==> src/logic/msr_pkg.sv <==
// package of constants and types for the metering status and result register bank
package msr_pkg;

    // ------------------------------------------------------------------
    // register addresses
    // ------------------------------------------------------------------
    localparam int          ADDR_W           = 7;
    localparam logic [6:0]  CAL_LAST_ADDR    = 7'h1F;
    localparam logic [6:0]  ADDR_STATUS      = 7'h2F;
    localparam logic [6:0]  ADDR_PEAK_IA     = 7'h30;
    localparam logic [6:0]  ADDR_PEAK_IB     = 7'h31;
    localparam logic [6:0]  ADDR_PEAK_U      = 7'h32;
    localparam logic [6:0]  ADDR_RMS_IA      = 7'h33;
    localparam logic [6:0]  ADDR_RMS_IB      = 7'h34;
    localparam logic [6:0]  ADDR_RMS_U       = 7'h35;
    localparam logic [6:0]  ADDR_WAVE_IA     = 7'h36;
    localparam logic [6:0]  ADDR_WAVE_IB     = 7'h37;
    localparam logic [6:0]  ADDR_WAVE_U      = 7'h38;
    localparam logic [6:0]  ADDR_P_ACT       = 7'h3C;
    localparam logic [6:0]  ADDR_P_APP       = 7'h3D;
    localparam logic [6:0]  ADDR_IRQ_EN      = 7'h40;
    localparam logic [6:0]  ADDR_IRQ_FLAGS   = 7'h41;

    // ------------------------------------------------------------------
    // field positions and reset values
    // ------------------------------------------------------------------
    localparam int          ST_CHAN_SEL      = 21;
    localparam int          ST_NO_LOAD_B     = 20;
    localparam int          ST_NO_LOAD_A     = 19;
    localparam int          ST_REV_B         = 18;
    localparam int          ST_REV_A         = 17;
    localparam int          ST_CHK_BUSY      = 16;
    localparam int          IE_INSTANT       = 6;
    localparam int          IE_PULSE_B       = 2;
    localparam int          IE_PULSE_A       = 1;
    localparam logic [15:0] CHECKSUM_RESET   = 16'hEF3B;
    localparam logic [15:0] IRQ_EN_RESET     = 16'h0000;
    localparam logic [15:0] IRQ_VALID_MASK   = 16'hFFDF;
    localparam logic [31:0] START_POWER      = 32'h0000_0060;

    // ------------------------------------------------------------------
    // checksum source and timing
    // ------------------------------------------------------------------
    localparam int          CAL_REG_COUNT    = 32;
    localparam logic [31:0] CAL_BYTE_MASK    = 32'h0000_0000;
    localparam logic [1:0]  CHK_CYCLES       = 2'h2;
    localparam int          CLOCK_HZ         = 100_000_000;
    localparam int          INST_RATE_HZ     = 6991;
    localparam int          INST_DIV_DEFAULT = CLOCK_HZ / INST_RATE_HZ;

    // ------------------------------------------------------------------
    // types
    // ------------------------------------------------------------------
    typedef logic [CAL_REG_COUNT-1:0][15:0] msr_cal_type;

    // live values from the measurement datapath
    typedef struct packed {
        logic [23:0] rms_ia;
        logic [23:0] rms_ib;
        logic [23:0] rms_u;
        logic [23:0] wave_ia;
        logic [23:0] wave_ib;
        logic [23:0] wave_u;
        logic [31:0] p_act;
        logic [31:0] p_app;
    } msr_sample_type;

    // complete state of the register bank
    typedef struct packed {
        logic             chan_sel;
        logic             no_load_b;
        logic             no_load_a;
        logic             rev_b;
        logic             rev_a;
        logic             chk_busy;
        logic [1:0]       chk_cnt;
        logic [15:0]      checksum;
        logic [23:0]      peak_ia;
        logic [23:0]      peak_ib;
        logic [23:0]      peak_u;
        msr_sample_type   inst;
        logic [15:0]      irq_en;
        logic [15:0]      irq_flags;
        logic [15:0]      div_cnt;
        logic [31:0]      rdata;
        logic             rvalid;
    } msr_state_type;

endpackage : msr_pkg

==> src/logic/msr_meter_status_regs.sv <==
// metering status, result, peak and interrupt enable register bank
`timescale 1ns/10ps

module msr_meter_status_regs
    import msr_pkg::*;
#(
    parameter logic [15:0] INST_DIV_CYCLES = 16'(INST_DIV_DEFAULT)  // clocks per refresh
) (
    input  wire logic                clock,             // 100 MHz system clock
    input  wire logic                rst,               // synchronous reset, active high
    // register access port
    input  wire logic [ADDR_W-1:0]   reg_addr,          // register address
    input  wire logic                reg_wr,            // write strobe, one cycle
    input  wire logic                reg_rd,            // read strobe, one cycle
    input  wire logic [31:0]         reg_wdata,         // write data
    output logic      [31:0]         reg_rdata,         // read data
    output logic                     reg_rvalid,        // read data valid, one cycle
    input  wire logic                write_unlock,      // enable register write permitted
    // datapath inputs
    input  wire logic                chan_b_request,    // datapath wants channel B
    input  wire logic                second_current_adc_on, // second current adc enabled
    input  wire logic [31:0]         power_a,           // channel A active power, signed
    input  wire logic [31:0]         power_b,           // channel B active power, signed
    input  wire logic                energy_pulse_a,    // channel A energy pulse
    input  wire logic                energy_pulse_b,    // channel B energy pulse
    input  wire msr_cal_type         cal_values,        // calibration registers 00H-1FH
    input  wire logic                peak_valid,        // new peak candidate samples
    input  wire logic [23:0]         peak_ia_in,        // current A magnitude sample
    input  wire logic [23:0]         peak_ib_in,        // current B magnitude sample
    input  wire logic [23:0]         peak_u_in,         // voltage magnitude sample
    input  wire msr_sample_type      sample_in,         // live instantaneous values
    input  wire logic [15:0]         irq_events,        // event pulses, enable bit map
    // status outputs
    output logic      [23:0]         metering_status,   // live status word
    output logic                     irq_n              // interrupt, active low
);

    // ------------------------------------------------------------------
    // functions
    // ------------------------------------------------------------------

    // inverted 16 bit running sum of the calibration block
    function automatic logic [15:0] cal_checksum(input msr_cal_type vals);
        logic [15:0] sum;
        logic [15:0] word;
        sum = 16'h0000;
        for (int i = 0; i < CAL_REG_COUNT; i++) begin
            word = vals[i];
            // single byte registers carry a zero upper byte
            if (CAL_BYTE_MASK[i]) begin
                word[15:8] = 8'h00;
            end
            sum = sum + word;
        end
        return ~sum;
    endfunction : cal_checksum

    // magnitude of a signed power word
    function automatic logic [31:0] power_mag(input logic [31:0] p);
        return p[31] ? (~p + 32'h0000_0001) : p;
    endfunction : power_mag

    // peak tracker: read clears, a new larger sample still lands
    function automatic logic [23:0] peak_next(input logic [23:0] cur,
                                              input logic        clr,
                                              input logic        vld,
                                              input logic [23:0] smp);
        logic [23:0] base;
        base = clr ? 24'h000000 : cur;
        if (vld && (smp > base)) begin
            base = smp;
        end
        return base;
    endfunction : peak_next

    // ------------------------------------------------------------------
    // state
    // ------------------------------------------------------------------
    msr_state_type  state_q;                 // all registered state
    msr_state_type  state_d;                 // next state
    logic           wr_cal;                  // write into the calibration block
    logic           rd_status;               // read of the status word
    logic           rd_flags;                // read of the flag register
    logic           inst_tick;               // refresh enable at instant rate
    logic           restart;                 // checksum restart request
    logic [15:0]    event_set;               // enabled events this cycle
    logic [23:0]    status_word;             // assembled status word

    // ------------------------------------------------------------------
    // decode and status assembly
    // ------------------------------------------------------------------

    // access decode
    assign wr_cal    = reg_wr && (reg_addr <= CAL_LAST_ADDR);
    assign rd_status = reg_rd && (reg_addr == ADDR_STATUS);
    assign rd_flags  = reg_rd && (reg_addr == ADDR_IRQ_FLAGS);
    assign restart   = wr_cal || rd_status;

    // refresh enable when the divider wraps
    assign inst_tick = (state_q.div_cnt == 16'h0000);

    // status word, bits 23:22 unused and zero
    always_comb begin
        status_word               = 24'h000000;
        status_word[ST_CHAN_SEL]  = state_q.chan_sel;
        status_word[ST_NO_LOAD_B] = state_q.no_load_b;
        status_word[ST_NO_LOAD_A] = state_q.no_load_a;
        status_word[ST_REV_B]     = state_q.rev_b;
        status_word[ST_REV_A]     = state_q.rev_a;
        status_word[ST_CHK_BUSY]  = state_q.chk_busy;
        status_word[15:0]         = state_q.checksum;
    end

    // events that may raise a flag, gated by the enables
    always_comb begin
        event_set             = irq_events;
        event_set[IE_INSTANT] = irq_events[IE_INSTANT] | inst_tick;
        event_set[IE_PULSE_A] = irq_events[IE_PULSE_A] | energy_pulse_a;
        event_set[IE_PULSE_B] = irq_events[IE_PULSE_B] | energy_pulse_b;
        event_set             = event_set & state_q.irq_en & IRQ_VALID_MASK;
    end

    // ------------------------------------------------------------------
    // next state
    // ------------------------------------------------------------------
    always_comb begin
        state_d        = state_q;
        state_d.rvalid = 1'b0;

        // channel selection follows the datapath unless adc2 forces A
        if (second_current_adc_on) begin
            state_d.chan_sel = 1'b0;
        end else begin
            state_d.chan_sel = chan_b_request;
        end

        // no-load flags track power against the start threshold
        state_d.no_load_b = (power_mag(power_b) < START_POWER);
        state_d.no_load_a = (power_mag(power_a) < START_POWER);

        // reverse flags only move on an energy pulse
        if (energy_pulse_b) begin
            state_d.rev_b = power_b[31];
        end
        if (energy_pulse_a) begin
            state_d.rev_a = power_a[31];
        end

        // checksum engine: busy for two cycles, then value latched
        if (restart) begin
            state_d.chk_busy = 1'b1;
            state_d.chk_cnt  = CHK_CYCLES;
        end else if (state_q.chk_cnt != 2'h0) begin
            state_d.chk_cnt = state_q.chk_cnt - 2'h1;
            // final cycle: take the value and drop busy
            if (state_q.chk_cnt == 2'h1) begin
                state_d.checksum = cal_checksum(cal_values);
                state_d.chk_busy = 1'b0;
            end
        end

        // peak registers, cleared by the read that returns them
        state_d.peak_ia = peak_next(state_q.peak_ia,
                                    reg_rd && (reg_addr == ADDR_PEAK_IA),
                                    peak_valid, peak_ia_in);
        state_d.peak_ib = peak_next(state_q.peak_ib,
                                    reg_rd && (reg_addr == ADDR_PEAK_IB),
                                    peak_valid, peak_ib_in);
        state_d.peak_u  = peak_next(state_q.peak_u,
                                    reg_rd && (reg_addr == ADDR_PEAK_U),
                                    peak_valid, peak_u_in);

        // instant refresh divider
        if (inst_tick) begin
            state_d.div_cnt = INST_DIV_CYCLES - 16'h0001;
            state_d.inst    = sample_in;
        end else begin
            state_d.div_cnt = state_q.div_cnt - 16'h0001;
        end

        // protected enable register, reserved bit held at zero
        if (reg_wr && (reg_addr == ADDR_IRQ_EN) && write_unlock) begin
            state_d.irq_en = reg_wdata[15:0] & IRQ_VALID_MASK;
        end

        // flags: read clears, but a same-cycle event wins
        if (rd_flags) begin
            state_d.irq_flags = event_set;
        end else begin
            state_d.irq_flags = state_q.irq_flags | event_set;
        end

        // read data multiplexer
        if (reg_rd) begin
            state_d.rvalid = 1'b1;
            unique case (reg_addr)
                ADDR_STATUS:    state_d.rdata = {8'h00, status_word};
                ADDR_PEAK_IA:   state_d.rdata = {8'h00, state_q.peak_ia};
                ADDR_PEAK_IB:   state_d.rdata = {8'h00, state_q.peak_ib};
                ADDR_PEAK_U:    state_d.rdata = {8'h00, state_q.peak_u};
                ADDR_RMS_IA:    state_d.rdata = {8'h00, state_q.inst.rms_ia};
                ADDR_RMS_IB:    state_d.rdata = {8'h00, state_q.inst.rms_ib};
                ADDR_RMS_U:     state_d.rdata = {8'h00, state_q.inst.rms_u};
                ADDR_WAVE_IA:   state_d.rdata = {8'h00, state_q.inst.wave_ia};
                ADDR_WAVE_IB:   state_d.rdata = {8'h00, state_q.inst.wave_ib};
                ADDR_WAVE_U:    state_d.rdata = {8'h00, state_q.inst.wave_u};
                ADDR_P_ACT:     state_d.rdata = state_q.inst.p_act;
                ADDR_P_APP:     state_d.rdata = state_q.inst.p_app;
                ADDR_IRQ_EN:    state_d.rdata = {16'h0000, state_q.irq_en};
                ADDR_IRQ_FLAGS: state_d.rdata = {16'h0000, state_q.irq_flags};
                // anything else reads as zero
                default:        state_d.rdata = 32'h0000_0000;
            endcase
        end
    end

    // ------------------------------------------------------------------
    // state register
    // ------------------------------------------------------------------
    always_ff @(posedge clock) begin
        if (rst) begin
            state_q           <= '0;
            state_q.checksum  <= CHECKSUM_RESET;
            // reset starts a fresh checksum run
            state_q.chk_busy  <= 1'b1;
            state_q.chk_cnt   <= CHK_CYCLES;
            state_q.irq_en    <= IRQ_EN_RESET;
            state_q.div_cnt   <= INST_DIV_CYCLES - 16'h0001;
        end else begin
            state_q <= state_d;
        end
    end

    // ------------------------------------------------------------------
    // outputs
    // ------------------------------------------------------------------
    assign reg_rdata       = state_q.rdata;
    assign reg_rvalid      = state_q.rvalid;
    assign metering_status = status_word;

    // pin low while any enabled flag stands
    assign irq_n = ~|(state_q.irq_flags & state_q.irq_en);

endmodule : msr_meter_status_regs

==> config.mk <==
export PLATFORM = sky130hd
export DESIGN_NAME = msr_meter_status_regs
export DESIGN_NICKNAME = d
export VERILOG_FILES = /design/src/logic/msr_pkg.sv /design/src/logic/msr_meter_status_regs.sv
export SDC_FILE = /design/constraint.sdc
export NUM_CORES = 2
export LEC_CHECK = 0
export BUFFER_PORTS_ARGS = -buffer_cell sky130_fd_sc_hd__buf_2
export CORE_AREA = 4 4 377 379
export CTS_CLUSTER_DIAMETER = 60
export DETAILED_ROUTE_END_ITERATION = 6
export DIE_AREA = 0 0 381 383
export HOLD_SLACK_MARGIN = 0.02
export SLEW_MARGIN = 25
export SYNTH_ARGS = -nofsm -noshare
export SYNTH_HDL_FRONTEND = slang
export SYNTH_SLANG_ARGS = --single-unit
==> constraint.sdc <==
create_clock -name clock -period 19.51 [get_ports clock]
set_clock_uncertainty 0.05 [all_clocks]
set_input_delay 3.902 -clock clock [delete_from_list [all_inputs] [get_ports clock]]
set_output_delay 3.902 -clock clock [all_outputs]
set_load 0.03 [all_outputs]
* After elaboration in Yosys (flattened, before gate mapping)
Index checks and enable logic that the tools add are counted.
W data, S select, Z words.
** Storage, ports and cells
- Register bits :: 384
- Bits in latches :: 0
- Bits in writable memories :: 0
- Memory bits (read-only) :: 0
- Memories :: 0
** Operators by class
- Add/sub/neg operators :: 35
- Multiply operators :: 0
- Divide/modulo/power cells :: 0
- $lt $le $gt $ge :: 6
- Eq/ne operators :: 15
- Shift-type cells :: 0
- Muxes and demuxes :: 11
- Bitwise operators :: 10
- Reductions and logical operators :: 22
** Operators with widths (number)
- $add A16 B16 Y16 :: 31
- $pmux W32 S14 :: 1
- $mux W24 :: 6
- $eq A7 B6 Y1 const B :: 12
- $gt A24 B24 Y1 :: 3
- $add A32 B1 Y32 const B :: 2
- $lt A32 B7 Y1 const B :: 2
- $mux W32 :: 2
- $not A32 Y32 :: 2
- $and A16 B16 Y16 :: 2
- $logic_not A16 Y1 :: 1
- $mux W16 :: 1
- $not A16 Y16 :: 1
- $or A16 B16 Y16 :: 1
- $reduce_or A16 Y1 :: 1
- $sub A16 B1 Y16 const B :: 1
- $eq A7 B7 Y1 const B :: 2
- $logic_and A1 B1 Y1 :: 11
- $reduce_or A2 Y1 :: 4
- $le A7 B5 Y1 const B :: 1
- $or A1 B1 Y1 :: 3
- $reduce_and A3 Y1 :: 1
- $eq A2 B1 Y1 const B :: 1
- $reduce_and A2 Y1 :: 1
- 6 further kinds :: 6

* Depth between registers and ports, before layout
- Depth after elaboration :: 32
- Mapped depth :: 24

* Worst setup path before layout
No wires, ideal clock.
- Path kind :: input port to flip-flop
- From :: input cal_values[242] in the netlist's numbering
- To :: register state_q, in the netlist metering_status[12]
- Data arrival time :: 9.957 ns
- Required time :: 19.328 ns
- Path slack :: 9.371 ns
- Cell stages on the path :: 24
- Buffers on the path :: 0
- Cells stage by stage :: inv_1 fa_1 inv_1 fa_1 inv_1 fa_1 fa_1 inv_1 fa_1 fa_1 inv_1 fa_1 fa_1 inv_1 ha_1 fa_1 a21oi_1 o21ai_0 a21oi_1 o21ai_0 a41oi_1 nor2b_1 xnor2_1 a21oi_1
** Between the ends
- Word-level cells in the longest chain between the ends :: 18
** Ends and longest elaborated chain
- from (decl) :: line msr_meter_status_regs.sv:26 : input wire msr_cal_type cal_values,
- $add A16 B16 Y16 (17 in a row) :: line msr_meter_status_regs.sv:53 : sum = sum + word;
- $not A16 Y16 :: line msr_meter_status_regs.sv:55 : return ~sum;
- to (signal assigned) :: line msr_meter_status_regs.sv:230 : state_q <= state_d;
- to (decl) :: line msr_meter_status_regs.sv:79 : msr_state_type state_q;
No other way between the ends.
A chain may end at the register's enable or synchronous reset.

* Worst setup path in the final report
- From :: input cal_values[290] in the netlist's numbering
- To :: register state_q, in the netlist metering_status[12]
** Between the ends
- Word-level cells in the longest chain between the ends :: 15
** Ends and longest elaborated chain (line)
- $add A16 B16 Y16 (14 in a row) :: msr_meter_status_regs.sv:53
- $not A16 Y16 :: msr_meter_status_regs.sv:55
No other way between the ends.

==> flow_summary.toml <==
[setup_path]
r2r_slack_ns = 15.78
cp_slowest_cell = "fa_1"
critPathMaxStageDelay_ns = 0.57
crit_path_end_kind = "flip-flop"
crit_buf_inv = 7
critPathLaunch = "cal_values[290]"
worstSetupPathType = "in2reg"
cp_max_fo = 3
worst_path_most_repeated_cell = "fa_1"
cp-start-kind = "primary input"
crit_required_ns = 19.89
r2r_cells = 7
r2r-end = "state_q[217]$_SDFFE_PP0P_"
r2r_start = "state_q[36]$_SDFF_PP1_"
arrival_ns = 10.75
crit_family = "adder cells"

[logic_synthesis]
synth_top_family_by_area = "adder cells"
ys.flop_type = "dfxtp_1"
syn_area_mm2 = 0.03080
synth-simple-area-share_pct = 13.77
synth_fa_ha_area_share_pct = 31.84
synth_enable_flop_cells = 0
synthArstFlopShare_pct = 0
synth_xor_area_share_pct = 2.559
synth_cell_type_count = 65
synth-compound-area-share_pct = 12.60
netlist_instances = 3569
synth_seq_area_share_pct = 24.89
muxShareOfSynthArea_pct = 2.892
syn_area_per_cell_um2 = 8.630
yosysWarnings = 0
ys_ff_latch = 383

[clocking]
h-tree-depth = 2
ctsHoldBuffers = 0
clkLatencyLatePin_ns = 0.65
cts_sinks = 383
clkTransAtPathRegs_ns = 0.06
clock-root-buffer = "clkbuf_16"
post_cts_buffers = 0
cts_made_buffers = 51
post_cts_resized = 0
clock_path_buffers = 3
cts_tree = "built"

[place]
pre_cts_slack_ns = 8.527
place.gp.congestion = 0.9768
port_buffers = 958
dp_hpwl_um = 127400
dp.cells = 6150
dpl_cell_area_mm2 = 0.03711

[floorplan]
die_area_mm2 = 0.1459
pin_count = 979
core_mm2 = 0.1388
die-height_um = 383
start_util_pct = 22.18
dieWidth_um = 381
rows = 137

[run_status]
status = "finished clean"

[timing]
period_share_pct = 53.12
fin_crit_ns = 10.36
max_freq_mhz = 96.48
setup_tns_ns = 0
setup_ws_ns = 9.145
grt_setup_unrepaired = "false"
relSlewSlack_pct = 26.04
final_max_slew_viol_count = 0
hold_violations = 0
tightest_slew_ns = 1.108
finalSetupViolCount = 0

[detailed_routing]
detailroute.via_count = 28580
drt_iter0_markers = 2235
routedWlPerCell_um = 23.77
drt_wl_total_um = 149400
route.antenna.remaining_nets = 0
drc = 0
drt-pass1-iter-count = 6
vias_per_cell = 4.545

[global_route]
grt_pass1_wl_um = 209000
first_global_vias = 29420
grt_max_degree = 215
track_usage_pct = 19.88
grt_overflow = 0
antenna_found_initial = 104

[final_layout]
fin_area_mm2 = 0.03924
final_nets = 5850
syn_to_final_growth_pct = 27.40
drive_gt1_share_pct = 25.07
stdcell_count = 6287

[min_path]
hp-class = "reg2reg"
min_to = "state_q[33]$_SDFF_PP1_"
hold_path_depth = 1
min_from = "state_q[33]$_SDFF_PP1_"

[flow_run]
cap_violations = 0
## state kept, by name (all words and copies together), names as in the netlist
| register | cells |
|---|---|
| metering_status | 22 |
| reg_rdata | 32 |
| reg_rvalid | 1 |
| state_q | 328 |
## synthesized netlist by cell type, types with 56 or more instances
library cell	count	share of area [%]
nand2_1	718	8.7
inv_1	627	7.6
fa_1	423	27
dfxtp_1	383	25
a21oi_1	303	4.9
clkbuf_1	127	1.5
a22oi_1	117	2.9
ha_1	107	4.3
nor2_1	84	1.0
mux2i_1	80	2.6
xnor2_1	75	2.1
nand3_1	69	1.1
buf_4	56	1.4
## cell type report
type	count	area (um2)
clock inverter	29	568.0
clock buffer	65	1419
antenna	40	100.1
fill	15150	99600
timing repair buffer	996	5150
inverter	628	2360
tap	1807	2261
sequential	383	7667
multi-input combinational	2339	19720
## logic make-up after synthesis
kind of cell / after synthesis
XOR/XNOR: 90
flip-flops: 383
adder cells (fa/ha/maj): 530
multiplexers: 86
AO/OA/AOI/OAI: 622
other: 1
buffers and inverters: 848
AND/OR/NAND/NOR: 1009
## worst max path at each step
stage	end	depth (start not counted)
2_1_floorplan	metering_status[12]$_SDFFE_PP0P_	24
3_3_place_gp	metering_status[15]$_SDFFE_PP1P_	24
3_5_place_dp	metering_status[12]$_SDFFE_PP0P_	25
4_1_cts	metering_status[12]$_SDFFE_PP0P_	25
5_1_grt	metering_status[12]$_SDFFE_PP0P_	25
6_report	metering_status[12]$_SDFFE_PP0P_	25
## placed cells by master (no fill, tap or decap), types with 40 or more instances in the layout
master     count
a21oi_1      302
a22oi_1      117
buf_2        959
clkbuf_16     51
dfxtp_1      383
diode_2       40
fa_1         423
ha_1         107
inv_1        626
mux2i_1       80
nand2_1      718
nand3_1       69
nor2_1        78
o21ai_0       49
xnor2_1       75
## per-stage QoR
step | hold WS (ns) | util [%]
finish | 0.3698 | 28.26
detailed placement | 0.3616 | 26.73
floorplan | 0.3345 | -
global placement | 0.3442 | 26.70
global route | 0.3909 | 28.22
CTS | 0.3747 | 28.16
## layer usage
| layer | global-route usage (%) | up-vias | part of all wire (%) |
|---|---|---|---|
| met5 | 0 | - | 0.24 |
| met4 | 6.214 | 52 | 3.6 |
| met3 | 5.779 | 254 | 8.8 |
| met2 | 32.26 | 1153 | 46 |
| met1 | 25.52 | 14050 | 42 |
| li1 | - | 13070 | - |
Power is not shown: default switching activity piles up to over one toggle a cycle in this logic, so the estimate is an artifact.
